$ cat config.mk
export PLATFORM = sky130hd
export DESIGN_NAME = ihsm_master
export DESIGN_NICKNAME = d
export VERILOG_FILES = /design/src/shared/ihsm_pkg.sv /design/src/ihsm_master.sv /design/src/ihsm_sync.sv
export VERILOG_INCLUDE_DIRS = /design/src /design/src/shared
export SDC_FILE = /design/constraint.sdc
export NUM_CORES = 1
export LEC_CHECK = 0
export ABC_CLOCK_PERIOD_IN_PS = 3260
export BUFFER_PORTS_ARGS = -buffer_cell sky130_fd_sc_hd__buf_2
export CORE_ASPECT_RATIO = 0.8
export CORE_MARGIN = 2
export CORE_UTILIZATION = 45
export CTS_CLUSTER_DIAMETER = 50
export DETAILED_ROUTE_END_ITERATION = 6
export PLACE_DENSITY = 0.66
export SYNTH_ARGS = -nofsm -noshare
export SYNTH_HDL_FRONTEND = slang
export SYNTH_SLANG_ARGS = --single-unit
$ cat constraint.sdc
create_clock -name CLK_IN -period 3.26 [get_ports CLK_IN]
set_clock_uncertainty 0.2 [all_clocks]
set_input_delay 0.652 -clock CLK_IN [delete_from_list [all_inputs] [get_ports CLK_IN]]
set_output_delay 0.652 -clock CLK_IN [all_outputs]
set_load 0.01 [all_outputs]
$ cat src/shared/ihsm_defines.svh
// Timing counts, code layout and rate table for the high-speed script master
// Assumes a 4 ns core clock; included by the master by its bare name
`ifndef IHSM_DEFINES_SVH
`define IHSM_DEFINES_SVH

// Core clock period in ns
`define IHSM_CLK_NS 4
// Longest wait for a free bus, in ns, and its count of cycles
`define IHSM_TIMEOUT_NS 1000000000
`define IHSM_TIMEOUT_CYC (`IHSM_TIMEOUT_NS / `IHSM_CLK_NS)
// Least time both lines stay high before the bus counts as free
`define IHSM_FREE_NS 4700
`define IHSM_FREE_CYC ((`IHSM_FREE_NS + `IHSM_CLK_NS - 1) / `IHSM_CLK_NS)
// Half bit period in cycles for a rate in kHz, rounded up
`define IHSM_HALF_CYC(k) ((1000000 + 2*(k)*`IHSM_CLK_NS - 1) / (2*(k)*`IHSM_CLK_NS))
// Standard/fast rate used for the preamble byte, kHz
`define IHSM_FS_KHZ 400
// Supported high speed rates, kHz, highest first
`define IHSM_HS_KHZ_0 3400
`define IHSM_HS_KHZ_1 1700
`define IHSM_HS_KHZ_2 1000
// Fixed upper five bits of the preamble byte
`define IHSM_CODE_TOP 5'h01
// Bit index of the acknowledge slot
`define IHSM_ACK_IDX 4'h8

`endif

$ cat src/shared/ihsm_pkg.sv
// Types shared by the high-speed script master and its bench
// Assumes nothing of its surroundings
package ihsm_pkg;

    // Script commands handled here
    typedef enum logic [2:0] {
        OP_PULLUP,
        OP_MODE,
        OP_START,
        OP_PREAMBLE,
        OP_RATE
    } ihsm_op_t;

    // Error codes; any error halts the script
    typedef enum logic [2:0] {
        ERR_NONE,
        ERR_BUS_TIMEOUT,
        ERR_MODE_OFF,
        ERR_PREAMBLE_ACKED,
        ERR_RATE_LOW
    } ihsm_err_t;

    // One script command: opcode and argument
    typedef struct packed {
        ihsm_op_t op;
        logic [15:0] arg;
    } ihsm_cmd_t;

endpackage

$ cat src/ihsm_master.sv
// High-speed mode script master: pullups, mode, start, preamble, rate
// Assumes open-drain SDA/SCL resolved outside; one command at a time
`timescale 1ns/10ps
`include "ihsm_defines.svh"
module ihsm_master
    import ihsm_pkg::*;
#(
    parameter logic [31:0] TIMEOUT_CYC = `IHSM_TIMEOUT_CYC
) (
    // Clock and reset
    input wire logic CLK_IN,
    input wire logic RST_N_IN,
    // Command port
    input wire logic CMD_VALID_IN,
    input wire ihsm_cmd_t CMD_IN,
    output logic CMD_READY_OUT,
    output logic CMD_DONE_OUT,
    // Status
    output logic ERROR_OUT,
    output ihsm_err_t ERR_CODE_OUT,
    output logic WARN_OUT,
    input wire logic ERR_CLEAR_IN,
    output logic PULLUP_EN_OUT,
    output logic HIGH_SPEED_MODE_SELECT_OUT,
    output logic HS_ACTIVE_OUT,
    output logic [15:0] HIGH_SPEED_BIT_RATE_OUT,
    // Bus lines, open drain
    input wire logic SCL_IN,
    output logic SCL_OUT,
    output logic SCL_OE_OUT,
    input wire logic SDA_IN,
    output logic SDA_OUT,
    output logic SDA_OE_OUT
);

    // Bit engine states
    typedef enum logic [2:0] {
        S_IDLE, S_FREE, S_START_A, S_START_B, S_LOW, S_HIGH
    } ihsm_state_t;

    ihsm_state_t state_q, state_d;   // Engine state
    logic scl_s, sda_s;              // Synchronised lines
    logic [8:0] div_q, div_d;        // Half-period divider
    logic [8:0] hs_half_q, hs_half_d; // Chosen high speed half period
    logic [31:0] to_q, to_d;         // Free-bus timeout count
    logic [11:0] free_q, free_d;     // Lines-high run length
    logic [7:0] code_q, code_d;      // Preamble shift register
    logic [3:0] bit_q, bit_d;        // Bit index, 8 is the ack slot
    logic err_set, warn_set;         // Error and warning events
    ihsm_err_t err_code_d;           // Code for a new error
    logic err_d, warn_d, done_d, ready_d;
    logic pull_d, mode_d, act_d, scl_oe_d, sda_oe_d;
    logic [15:0] rate_d;

    // Line synchronisers
    ihsm_sync u_scl_sync (
        .clk_in(CLK_IN), .rst_n_in(RST_N_IN),
        .async_in(SCL_IN), .sync_out(scl_s)
    );
    ihsm_sync u_sda_sync (
        .clk_in(CLK_IN), .rst_n_in(RST_N_IN),
        .async_in(SDA_IN), .sync_out(sda_s)
    );

    // Command decode
    wire accept = CMD_VALID_IN && CMD_READY_OUT;
    wire [15:0] req = CMD_IN.arg;
    wire [8:0] half_sel = HS_ACTIVE_OUT ? hs_half_q :
        9'(`IHSM_HALF_CYC(`IHSM_FS_KHZ));
    wire tick = (div_q == half_sel - 9'h001);
    wire to_hit = (to_q == TIMEOUT_CYC - 32'h1);
    wire lines_high = scl_s && sda_s;
    wire free_hit = (free_q == 12'(`IHSM_FREE_CYC) - 12'h001) && lines_high;

    wire [15:0] sel_khz = (req >= 16'(`IHSM_HS_KHZ_0)) ? 16'(`IHSM_HS_KHZ_0) :
        (req >= 16'(`IHSM_HS_KHZ_1)) ? 16'(`IHSM_HS_KHZ_1) :
        16'(`IHSM_HS_KHZ_2);
    wire [8:0] sel_half = (req >= 16'(`IHSM_HS_KHZ_0)) ?
        9'(`IHSM_HALF_CYC(`IHSM_HS_KHZ_0)) :
        (req >= 16'(`IHSM_HS_KHZ_1)) ? 9'(`IHSM_HALF_CYC(`IHSM_HS_KHZ_1)) :
        9'(`IHSM_HALF_CYC(`IHSM_HS_KHZ_2));
    wire rate_low = req < 16'(`IHSM_HS_KHZ_2);

    // Next-state logic of the engine and settings
    always_comb begin
        state_d = state_q;
        div_d = (state_q == S_IDLE || state_q == S_FREE || tick) ? 9'h000 :
            div_q + 9'h001;
        hs_half_d = hs_half_q;
        to_d = to_q;
        free_d = free_q;
        code_d = code_q;
        bit_d = bit_q;
        err_set = 1'b0;
        warn_set = 1'b0;
        err_code_d = ERR_CODE_OUT;
        done_d = 1'b0;
        pull_d = PULLUP_EN_OUT;
        mode_d = HIGH_SPEED_MODE_SELECT_OUT;
        act_d = HS_ACTIVE_OUT;
        rate_d = HIGH_SPEED_BIT_RATE_OUT;
        scl_oe_d = SCL_OE_OUT;
        sda_oe_d = SDA_OE_OUT;
        case (state_q)
            S_IDLE: begin
                if (accept) begin
                    done_d = 1'b1;
                    if (CMD_IN.op == OP_PULLUP) begin
                        pull_d = req[0];
                    end else if (CMD_IN.op == OP_MODE) begin
                        mode_d = req[0];
                        act_d = HS_ACTIVE_OUT && req[0];
                    end else if (CMD_IN.op == OP_START) begin
                        done_d = 1'b0;
                        state_d = S_FREE;
                        to_d = 32'h0;
                        free_d = 12'h000;
                        scl_oe_d = 1'b0;
                        sda_oe_d = 1'b0;
                    end else if (!HIGH_SPEED_MODE_SELECT_OUT &&
                        (CMD_IN.op == OP_PREAMBLE || CMD_IN.op == OP_RATE)) begin
                        done_d = 1'b0;
                        err_set = 1'b1;
                        err_code_d = ERR_MODE_OFF;
                    end else if (CMD_IN.op == OP_PREAMBLE) begin
                        // fixed upper bits; start already on bus
                        done_d = 1'b0;
                        code_d = {`IHSM_CODE_TOP, req[2:0]};
                        bit_d = 4'h0;
                        act_d = 1'b0;
                        sda_oe_d = 1'b1;
                        state_d = S_LOW;
                    end else if (CMD_IN.op == OP_RATE) begin
                        if (rate_low) begin
                            done_d = 1'b0;
                            err_set = 1'b1;
                            err_code_d = ERR_RATE_LOW;
                        end else begin
                            rate_d = sel_khz;
                            hs_half_d = sel_half;
                            warn_set = (sel_khz != req);
                        end
                    end
                end
            end
            S_FREE: begin
                to_d = to_q + 32'h1;
                free_d = lines_high ? free_q + 12'h001 : 12'h000;
                if (free_hit) begin
                    sda_oe_d = 1'b1;
                    state_d = S_START_A;
                end else if (to_hit) begin
                    err_set = 1'b1;
                    err_code_d = ERR_BUS_TIMEOUT;
                    state_d = S_IDLE;
                end
            end
            S_START_A: begin
                // Hold SDA low with SCL high, then pull SCL
                if (tick) begin
                    scl_oe_d = 1'b1;
                    state_d = S_START_B;
                end
            end
            S_START_B: begin
                if (tick) begin
                    done_d = 1'b1;
                    state_d = S_IDLE;
                end
            end
            S_LOW: begin
                // Data set; release SCL after half period
                if (tick) begin
                    scl_oe_d = 1'b0;
                    state_d = S_HIGH;
                end
            end
            default: begin
                // S_HIGH: end of high half, pull SCL low, except when the ack slot is acknowledged (SCL released)
                if (tick) begin
                    scl_oe_d = 1'b1;
                    state_d = S_LOW;
                    if (bit_q == `IHSM_ACK_IDX) begin
                        state_d = S_IDLE;
                        if (!sda_s) begin
                            err_set = 1'b1;
                            err_code_d = ERR_PREAMBLE_ACKED;
                            scl_oe_d = 1'b0;
                        end else begin
                            // high speed rate from now on
                            act_d = 1'b1;
                            done_d = 1'b1;
                        end
                    end else begin
                        bit_d = bit_q + 4'h1;
                        code_d = {code_q[6:0], 1'b0};
                        sda_oe_d = (bit_q == 4'h7) ? 1'b0 : !code_q[6];
                    end
                end
            end
        endcase
        // Set wins over clear
        err_d = err_set || (ERROR_OUT && !ERR_CLEAR_IN);
        warn_d = warn_set || (WARN_OUT && !ERR_CLEAR_IN);
        if (!err_d && !err_set) begin
            err_code_d = ERR_NONE;
        end
        ready_d = (state_d == S_IDLE) && !err_d;
    end

    // Engine registers
    always_ff @(posedge CLK_IN) begin
        if (!RST_N_IN) begin
            state_q <= S_IDLE;
            div_q <= 9'h000;
            to_q <= 32'h0;
            free_q <= 12'h000;
            code_q <= 8'h00;
            bit_q <= 4'h0;
            hs_half_q <= 9'(`IHSM_HALF_CYC(`IHSM_HS_KHZ_2));
        end else begin
            state_q <= state_d;
            div_q <= div_d;
            to_q <= to_d;
            free_q <= free_d;
            code_q <= code_d;
            bit_q <= bit_d;
            hs_half_q <= hs_half_d;
        end
    end

    // Output registers
    always_ff @(posedge CLK_IN) begin
        if (!RST_N_IN) begin
            CMD_READY_OUT <= 1'b0;
            CMD_DONE_OUT <= 1'b0;
            ERROR_OUT <= 1'b0;
            ERR_CODE_OUT <= ERR_NONE;
            WARN_OUT <= 1'b0;
            PULLUP_EN_OUT <= 1'b0;
            HIGH_SPEED_MODE_SELECT_OUT <= 1'b0;
            HS_ACTIVE_OUT <= 1'b0;
            HIGH_SPEED_BIT_RATE_OUT <= 16'(`IHSM_HS_KHZ_2);
            SCL_OUT <= 1'b0;
            SCL_OE_OUT <= 1'b0;
            SDA_OUT <= 1'b0;
            SDA_OE_OUT <= 1'b0;
        end else begin
            CMD_READY_OUT <= ready_d;
            CMD_DONE_OUT <= done_d;
            ERROR_OUT <= err_d;
            ERR_CODE_OUT <= err_code_d;
            WARN_OUT <= warn_d;
            PULLUP_EN_OUT <= pull_d;
            HIGH_SPEED_MODE_SELECT_OUT <= mode_d;
            HS_ACTIVE_OUT <= act_d;
            HIGH_SPEED_BIT_RATE_OUT <= rate_d;
            SCL_OE_OUT <= scl_oe_d;
            SDA_OE_OUT <= sda_oe_d;
        end
    end

    wire shifting = (state_q == S_LOW || state_q == S_HIGH);
endmodule

$ cat src/ihsm_sync.sv
// Two-stage synchroniser for one asynchronous level
// Assumes the destination clock is the only clock in use
`timescale 1ns/10ps
module ihsm_sync (
    // Clock and reset
    input wire logic clk_in,
    input wire logic rst_n_in,
    // Async level and its synchronised copy
    input wire logic async_in,
    output logic sync_out
);

    // First stage, read only by the second
    logic meta_q;

    // Two flops in series; lines idle high
    always_ff @(posedge clk_in) begin
        if (!rst_n_in) begin
            meta_q <= 1'b1;
            sync_out <= 1'b1;
        end else begin
            meta_q <= async_in;
            sync_out <= meta_q;
        end
    end

endmodule

==> flow_summary.json, run 1 <==
{
  "dr_total_vias": 4497,
  "fin_ws_ns": 0.122,
  "layout_common_cells": "89 x dfxtp_1, 79 x nor2_1, 50 x nand2_1, 45 x buf_2, 42 x nand3_1",
  "crit_chain": "and2b_1 -> ha_1 -> nor4b_2 -> or3_1 -> a2111o_1 -> or4_4 -> a21oi_1 -> mux2_2",
  "drive_gt1_share_pct": 14.2,
  "die_h_um": 97.7,
  "clock-root-buffer": "clkbuf_16",
  "drt-initial-drc-count": 255,
  "p_leak_nw": 1.97,
  "synthToLayoutAreaGrowth_pct": 12.9,
  "viasPerCell": 5.61,
  "antenna_found_initial": 0,
  "crit_required_ns": 3.29,
  "r2r_end": "bit_q[3]",
  "gr-total-overflow": 0,
  "cp-start-kind": "flip-flop",
  "max_stage_delay_ns": 0.50,
  "synth_top_family_by_area": "simple AND/OR/NAND/NOR gates",
  "insertedDiodeCount": 0,
  "synth_cells": 615,
  "ys_ff_latch": 89,
  "clk_pin_slew_ns": 0.07,
  "r2r_slack_ns": 0.12,
  "port_buffers": 45,
  "final_common_cell": "dfxtp_1",
  "first_pass_iters": 4,
  "endpoint": "bit_q[3]",
  "syn_avg_cell_area_um2": 8.02,
  "netlist.area_leader.share_pct": 36.1,
  "synth-simple-area-share_pct": 32.3,
  "critPathKind": "reg2reg",
  "synth_edf_count": 0,
  "synthAdderAreaFrac_pct": 1.78,
  "ir_drop_v": 0.000265,
  "ant_nets": 0,
  "fmax_mhz": 319,
  "clk_latency_ns": 0.34,
  "synth_flop_cell": "dfxtp_1",
  "syn_area_um2": 4930,
  "setup_tns_ns": 0,
  "numCtsBuffers": 9,
  "coreArea_um2": 10800,
  "grt_pass1_vias": 4126,
  "synth_compound_area_share_pct": 12.5,
  "swShare_pct": 23.4,
  "grt_usage_pct": 19.8,
  "power.switching_w": 0.000519,
  "grt_start_max_net_pins": 32,
  "ys_warn_count": 0,
  "reg2reg_depth": 8,
  "min_period_ns": 3.14,
  "cts.sinks": 89,
  "final_core_util_pct": 51.8,
  "num_rows": 34,
  "synthTopCellsByArea": "dfxtp_1 36%, nor2_1 6.0%, xnor2_1 4.6%, nand3_1 4.3%, nand2_1 3.8%",
  "slew_viol_final": 0,
  "clock_path_buffers": 2,
  "cp.arrival_ns": 3.17,
  "wl_mm": 11.7,
  "hp-class": "reg2reg",
  "holdBufCountCts": 0,
  "gp_congestion": 0.920,
  "dieWidth_um": 121,
  "crit_cells": 8,
  "synth_top_area_cell": "dfxtp_1",
  "finalSetupViolCount": 0,
  "num-nets-final": 685,
  "tightest_slew_ns": 0.741,
  "clock_power_share_pct": 44.9,
  "ys_async_sr_fraction_pct": 0,
  "io_pins": 55,
  "dp_hpwl_mm": 8.39,
  "p_int_w": 0.00170,
  "crit_buf_inv": 0,
  "htree_levels": 3,
  "p_comb_share_pct": 5.4,
  "busiest_layer": "met2",
  "drc": 0,
  "grt_pass1_wl_mm": 19.2,
  "outcome": "completed",
  "r2r-start": "HS_ACTIVE_OUT",
  "start_util_pct": 45.8,
  "cp-startpoint": "HS_ACTIVE_OUT",
  "synth_cell_types": 67,
  "die_area_um2": 11800,
  "muxShareOfSynthArea_pct": 3.53,
  "path_max_fanout": 6,
  "grt_use_met2_pct": 29.5,
  "powerDensity_nw_per_um2": 397,
  "grtUsageMet1_pct": 28.5,
  "cts_tree": "built",
  "seq_power_share_pct": 49.7,
  "end_kind": "flip-flop",
  "place_ws_ns": 0.105,
  "finalHoldViolCount": 0,
  "routedWlPerCell_um": 14.5,
  "use_met3_pct": 4.46,
  "slew_headroom_pct": 50.5,
  "max-cap-violations": 0,
  "cp_slowest_cell": "or4_4",
  "crit_family": "simple AND/OR/NAND/NOR gates",
  "synth-xor-area-share_pct": 7.63,
  "finalCritPeriodShare_pct": 96.3,
  "synth_seq_area_share_pct": 36.1
}
[final cells by class]
type	instances	area, um^2
Clock buffer	12	256
Clock inverter	3	22.5
Fill cell	1054	5190
Inverter	21	78.8
Multi-Input combinational cell	472	2910
Sequential cell	89	1780
Tap cell	144	180
Timing Repair Buffer	60	338
[routing by layer]
metal | vias to the layer above | share of wire [%]
li1 | 2246 | -
met5 | - | 0
met3 | 12 | 4.0
met4 | 0 | 1.0
met1 | 2151 | 50
met2 | 88 | 45
[registers in the layout (all words and copies together), names as in the netlist, 3 cells and up]
signal        flops
ERR_CODE_OUT      3
bit_q             4
code_q            7
div_q             9
free_q           12
hs_half_q         4
state_q           3
to_q             32
[stage by stage]
step                      cells  cell area [um^2]  total power (W)  hold slack [ns]
after floorplan             623              4960          0.00120            0.186
after global placement      786              5270          0.00124            0.193
after detailed placement    786              5270          0.00124            0.195
after CTS                   801              5540          0.00223            0.210
after global routing        801              5570          0.00229            0.230
final                       801              5570          0.00221            0.205
[power groups by stage]
| stage | Combinational [W] | Clock [W] | Sequential [W] |
|---|---|---|---|
| global placement | 0.000116 | 0 | 0.00112 |
| global route | 0.000134 | 0.00106 | 0.00110 |
| finish | 0.000120 | 0.000994 | 0.00110 |
| detailed placement | 0.000119 | 0 | 0.00112 |
| floorplan | 0.0000802 | 0 | 0.00112 |
| CTS | 0.000119 | 0.00101 | 0.00110 |
[timing repair]
item | 4_1_cts | 5_1_grt
setup endpoints to repair | 0 | 17
setup buffers | 0 | 0
gates resized for setup | 0 | 4
[worst register-to-register path, cell delays in order (launching register included)]
cell and delay (ns):
dfxtp_1 0.36, and2b_1 0.22, ha_1 0.22, nor4b_2 0.17
or3_1 0.34, a2111o_1 0.48, or4_4 0.50, a21oi_1 0.20
mux2_2 0.35
[how the worst min path moves through the flow]
stage	slack [ns]	cells past startpoint	from	endpoint
floorplan	0.19	1	u_scl_sync.meta_q	u_scl_sync.sync_out
global placement	0.19	1	u_sda_sync.meta_q	u_sda_sync.sync_out
detailed placement	0.20	1	u_scl_sync.meta_q	u_scl_sync.sync_out
CTS	0.21	1	u_scl_sync.meta_q	u_scl_sync.sync_out
global route	0.23	1	u_sda_sync.meta_q	u_sda_sync.sync_out
finish	0.21	1	u_scl_sync.meta_q	u_scl_sync.sync_out
[synthesized netlist by cell type (3+ instances only)]
| cell type | count |
|---|---|
| a21o_1 | 6 |
| a21oi_1 | 25 |
| a31oi_1 | 5 |
| and2_1 | 5 |
| and3_1 | 7 |
| buf_4 | 17 |
| clkbuf_1 | 21 |
| dfxtp_1 | 89 |
| ha_1 | 7 |
| inv_1 | 21 |
| mux2_2 | 3 |
| mux2i_1 | 14 |
| nand2_1 | 50 |
| nand2b_1 | 9 |
| nand3_1 | 42 |
| nand3b_1 | 5 |
| nand4_1 | 15 |
| nand4b_1 | 5 |
| nor2_1 | 79 |
| nor3_1 | 20 |
| nor3b_1 | 4 |
| nor4_1 | 15 |
| nor4b_1 | 5 |
| o211ai_1 | 5 |
| o21ai_0 | 27 |
| o31a_1 | 3 |
| or3_1 | 11 |
| or4_1 | 5 |
| or4b_2 | 3 |
| xnor2_1 | 26 |
| xor2_1 | 17 |
[kinds of logic after synthesis]
| family | Yosys count |
|---|---|
| fa+ha+maj | 7 |
| compound gates | 96 |
| mux | 17 |
| flops | 89 |
| xor+xnor | 43 |
| buf+inv | 62 |
| simple gates | 300 |
| other cells | 1 |
Power figures use the tool's default switching activity.
==> run 2, diff against run 1 <==
- ABC_CLOCK_PERIOD_IN_PS: 3260 -> 3300
- CORE_MARGIN: 2 -> 4
- PLACE_DENSITY: 0.66 -> unset
- RECOVER_POWER: unset -> 25
- clock period: 3.26 -> 3.3 ns (I/O delays scaled with it)
==> run 2 against run 1 <==
Compared with the run above:
- global-route usage fell by 0.77 points
- count of clock-buffer cells in the layout stayed put
- non-clock buffer count grew 3
- fmax decreased by 1.8%
- sequential share of layout area hardly changed
- largest power group is now the clock network
- via count decreased by 0.40%
- routed wire length grew 2.8%
- sequential power is essentially flat
- die area grew 7.5%
- final area is essentially flat
- first-iteration DRC count increased by 52%
==> flow_summary.json, run 2 (synthesized netlist as in run 1, its figures left out) <==
{
  "outcome": "completed",
  "final_common_cell": "dfxtp_1",
  "min_path_cells": 1,
  "drive_gt1_share_pct": 10.7,
  "r2r_slack_ns": 0.11,
  "port_buffers": 45,
  "seq_power_share_pct": 47.0,
  "r2r-start": "HS_ACTIVE_OUT",
  "cp.arrival_ns": 3.22,
  "reg2reg_depth": 8,
  "grt_pass1_wl_mm": 20.2,
  "powerDensity_nw_per_um2": 414,
  "max-cap-violations": 0,
  "ir_drop_v": 0.000313,
  "fmax_mhz": 313,
  "dp_hpwl_mm": 8.89,
  "start_util_pct": 47.0,
  "largest_register_ffs": 32,
  "p_int_w": 0.00181,
  "whs_ns": 0.209,
  "cp-start-kind": "flip-flop",
  "crit_required_ns": 3.32,
  "holdBufCountCts": 0,
  "wl_mm": 12.0,
  "dp.cells": 784,
  "clock-root-buffer": "clkbuf_16",
  "path_max_fanout": 6,
  "power.switching_w": 0.000501,
  "swShare_pct": 21.7,
  "grt_pass1_vias": 4143,
  "p_leak_nw": 1.92,
  "largest-register": "to_q",
  "layout_common_cells": "89 x dfxtp_1, 79 x nor2_1, 50 x nand2_1, 42 x nand3_1",
  "drt-initial-drc-count": 388,
  "slew_viol_final": 0,
  "clk_pin_slew_ns": 0.06,
  "insertedDiodeCount": 0,
  "reg.largest.list": "to_q: 32 flops, free_q: 12 flops, div_q: 9 flops",
  "htree_levels": 3,
  "p_total_w": 0.00231,
  "r2r_end": "bit_q[3]",
  "routedWlPerCell_um": 15.0,
  "dieWidth_um": 125,
  "numCtsBuffers": 9,
  "die_area_um2": 12700,
  "finalHoldViolCount": 0,
  "gp_congestion": 0.874,
  "min_period_ns": 3.19,
  "dr_total_vias": 4479,
  "io_pins": 55,
  "cts.sinks": 89,
  "gr-total-overflow": 0,
  "grt_start_max_net_pins": 23,
  "critPathKind": "reg2reg",
  "clock_path_buffers": 2,
  "p_comb_share_pct": 5.2,
  "first_pass_iters": 7,
  "slew_headroom_pct": 40.9,
  "hold_start": "u_sda_sync.meta_q",
  "antenna_found_initial": 0,
  "drc": 0,
  "num-nets-final": 688,
  "ant_nets": 0,
  "finalSetupViolCount": 0,
  "die_h_um": 102,
  "holdPathEnd": "u_sda_sync.sync_out",
  "cts_tree": "built",
  "setup_tns_ns": 0,
  "coreArea_um2": 10500,
  "grt_usage_pct": 19.1,
  "instances_no_fill": 801,
  "clock_power_share_pct": 47.8,
  "tightest_slew_ns": 0.887,
  "hp-class": "reg2reg",
  "end_kind": "flip-flop",
  "finalCritPeriodShare_pct": 96.8,
  "viasPerCell": 5.59,
  "clk_latency_ns": 0.34,
  "synthToLayoutAreaGrowth_pct": 13.0,
  "num_rows": 33
}
-- run 2: critical path, stage by stage (launching register included) --
cell	delay (ns)
dfxtp_1	0.35
and2b_1	0.20
ha_1	0.25
nor4b_2	0.18
or3_1	0.32
a2111o_1	0.44
or4_4	0.59
a21oi_1	0.19
mux2_2	0.35
-- run 2: repair_timing --
item                                    CTS  global route
buffers inserted                          0             1
endpoints found under the setup margin    0             8
resized for setup                         0             1
-- run 2: cell type report --
class,count,area [um^2]
multi-input combinational,472,2890
clock inverter,4,76.3
clock buffer,12,246
timing repair buffer,63,324
tap,140,175
inverter,21,78.8
fill,998,4910
sequential,89,1780
-- run 2: layer usage --
layer | part of all wire [%] | global-route usage, %
met5 | 0 | 0
met4 | 1.5 | 5.00
met3 | 5.5 | 4.27
met2 | 45 | 29.9
met1 | 48 | 26.8
-- run 2: worst max-delay path by stage --
stage	startpoint	endpoint	slack, ns
final	HS_ACTIVE_OUT	bit_q[3]	0.11
after global routing	HS_ACTIVE_OUT	bit_q[3]	-0.01
after CTS	HS_ACTIVE_OUT	bit_q[3]	0.06
after detailed placement	HS_ACTIVE_OUT	bit_q[3]	0.08
after global placement	HS_ACTIVE_OUT	bit_q[3]	0.15
after floorplan	HS_ACTIVE_OUT	bit_q[3]	0.09
-- run 2: metrics by stage --
| stage | cell area (um^2) | util [%] | setup slack (ns) |
|---|---|---|---|
| 2_1_floorplan | 4960 | - | 0.0894 |
| 3_3_place_gp | 5280 | 50.3 | 0.146 |
| 3_5_place_dp | 5280 | 50.3 | 0.0825 |
| 4_1_cts | 5600 | 53.4 | 0.0601 |
| 5_1_grt | 5580 | 53.2 | -0.0114 |
| 6_report | 5580 | 53.2 | 0.105 |
-- run 2: power groups by stage --
stage	Clock, W	Sequential [W]	Combinational, W
finish	0.00110	0.00109	0.000120
global route	0.00119	0.00109	0.000134
CTS	0.00114	0.00109	0.000120
detailed placement	0	0.00111	0.000120
global placement	0	0.00111	0.000118
floorplan	0	0.00111	0.0000792
==> run 3, diff against run 2 <==
- ABC_CLOCK_PERIOD_IN_PS: 3300 -> unset
- SKIP_LAST_GASP: unset -> 1
- SYNTH_HIERARCHICAL: unset -> 1
==> run 3 against run 2 <==
Compared with the run above:
- count of clock-buffer cells in the layout unchanged
- combinational power down 11%
- power is 4.7% lower
- first-iteration DRC count down 32%
==> flow_summary.json, run 3 <==
{
  "die_h_um": 101,
  "num-fill-cells": 1034,
  "cp-startpoint": "HS_ACTIVE_OUT",
  "grt_setup_unrepaired": "no",
  "path_max_fanout": 8,
  "synthTopCellsByArea": "dfxtp_1 37%, nor2_1 6.2%, xnor2_1 4.9%, xor2_1 3.8%, nand3_1 3.3%",
  "slew_headroom_pct": 32.0,
  "ir_drop_v": 0.000296,
  "slew_viol_final": 0,
  "gp_congestion": 0.824,
  "synth_seq_area_share_pct": 36.9,
  "hold_start": "u_scl_sync/meta_q",
  "crit_required_ns": 3.36,
  "max_stage_delay_ns": 0.57,
  "min_period_ns": 3.05,
  "crit_chain": "nor2b_1 -> ha_1 -> xnor2_1 -> or4_1 -> a22oi_2 -> a41oi_1 -> or4_1 -> nor4_2",
  "crit_buf_inv": 0,
  "finalHoldViolCount": 0,
  "die_area_um2": 12500,
  "r2r-start": "HS_ACTIVE_OUT",
  "io_pins": 55,
  "layout_common_cells": "89 x dfxtp_1, 80 x nor2_1, 40 x nand2_1, 32 x nand3_1, 29 x a21oi_1",
  "insertedDiodeCount": 0,
  "antenna_found_initial": 0,
  "cts.repair.resized": 0,
  "ys_async_sr_fraction_pct": 0,
  "largest_register_ffs": 32,
  "critPathKind": "reg2reg",
  "synth_cells": 593,
  "dr_total_vias": 4245,
  "finalCritPeriodShare_pct": 92.5,
  "p_leak_nw": 1.88,
  "post_cts_buffers": 0,
  "clock-root-buffer": "clkbuf_16",
  "routedWlPerCell_um": 14.7,
  "grt_usage_pct": 19.3,
  "coreArea_um2": 10400,
  "hp-class": "reg2reg",
  "synth_cell_types": 69,
  "ys_ff_latch": 89,
  "whs_ns": 0.205,
  "synthToLayoutAreaGrowth_pct": 12.3,
  "gr-total-overflow": 0,
  "drc": 0,
  "dieWidth_um": 124,
  "num_rows": 33,
  "cts.sinks": 89,
  "ys_warn_count": 6,
  "clk_pin_slew_ns": 0.07,
  "max-cap-violations": 0,
  "cp_slowest_cell": "or4_1",
  "cts_tree": "built",
  "setup_tns_ns": 0,
  "dp_hpwl_mm": 8.37,
  "largest-register": "to_q",
  "first_pass_iters": 5,
  "synth_flop_cell": "dfxtp_1",
  "outcome": "completed",
  "ant_nets": 0,
  "reg.largest.list": "to_q: 32 flops, free_q: 12 flops, div_q: 9 flops",
  "num-nets-final": 666,
  "holdBufCountCts": 0,
  "drive_gt1_share_pct": 11.9,
  "synth.most_common_cell": "dfxtp_1",
  "synthTopCellsByCount": "89 x dfxtp_1, 80 x nor2_1, 40 x nand2_1",
  "wl_mm": 11.5,
  "cp-start-kind": "flip-flop",
  "cp.arrival_ns": 3.12,
  "synth_edf_count": 0,
  "clock_path_buffers": 2,
  "htree_levels": 3,
  "path_common_cell": "or4_1",
  "synth_top_area_cell": "dfxtp_1",
  "viasPerCell": 5.46,
  "grt_pass1_vias": 4015,
  "numCtsBuffers": 9,
  "clk_latency_ns": 0.34,
  "p_total_w": 0.00220,
  "syn_avg_cell_area_um2": 8.14,
  "syn_area_um2": 4830,
  "start_util_pct": 46.6,
  "netlist.area_leader.share_pct": 36.9,
  "fmax_mhz": 328,
  "powerDensity_nw_per_um2": 406,
  "grt_start_max_net_pins": 31,
  "grt_pass1_wl_mm": 19.3,
  "final_common_cell": "dfxtp_1",
  "crit_family": "simple AND/OR/NAND/NOR gates",
  "tightest_slew_ns": 1.02,
  "end_kind": "flip-flop",
  "port_buffers": 45,
  "drt-initial-drc-count": 262,
  "finalSetupViolCount": 0
}
[run 3: path summary, 6_finish.rpt]
| check | to | slack (ns) | cells past startpoint |
|---|---|---|---|
| worst min register to register | u_scl_sync/sync_out | 0.21 | 1 |
| worst max-delay path | CMD_READY_OUT | 0.25 | 8 |
| worst max register to register | CMD_READY_OUT | 0.25 | 8 |
| worst min-delay path | u_scl_sync/sync_out | 0.21 | 1 |
[run 3: cells by family after synthesis]
| family | Yosys count | synth area share [%] |
|---|---|---|
| simple gates | 287 | 32.1 |
| buf+inv | 58 | 6.04 |
| xor+xnor | 48 | 8.71 |
| compound gates | 95 | 12.7 |
| mux | 8 | 1.66 |
| other cells | 1 | 0.0777 |
| fa+ha+maj | 7 | 1.81 |
| flops | 89 | 36.9 |
[run 3: routing by layer]
layer  global-route usage, %  wire [um]  part of all wire [%]  vias to the layer above
met5                       0          0                     0                        -
met4                    6.55        167                   1.5                        0
met3                    4.43        573                   5.0                       14
met2                    28.4       4850                    42                       87
met1                    27.6       5880                    51                     1986
li1                        -          -                     -                     2158
[run 3: cell type report]
type	instances	area, um^2	share of cell area [%]
Tap cell	140	175	3.23
Clock inverter	3	23.8	0.438
Inverter	20	75.1	1.38
Multi-Input combinational cell	454	2810	51.7
Timing Repair Buffer	60	297	5.47
Sequential cell	89	1780	32.8
Clock buffer	12	267	4.91
[run 3: power breakdown]
group          switching, W  internal [W]
sequential       0.00000514       0.00108
clock              0.000437      0.000571
combinational     0.0000705     0.0000363
total              0.000513       0.00169
[run 3: through the flow]
stage	instances	cell area (um^2)	util, %	worst slack, ns
2_1_floorplan	601	4860	-	0.379
3_3_place_gp	763	5160	49.8	0.378
3_5_place_dp	763	5160	49.8	0.238
4_1_cts	778	5450	52.6	0.213
5_1_grt	778	5420	52.3	0.00551
6_report	778	5420	52.3	0.247
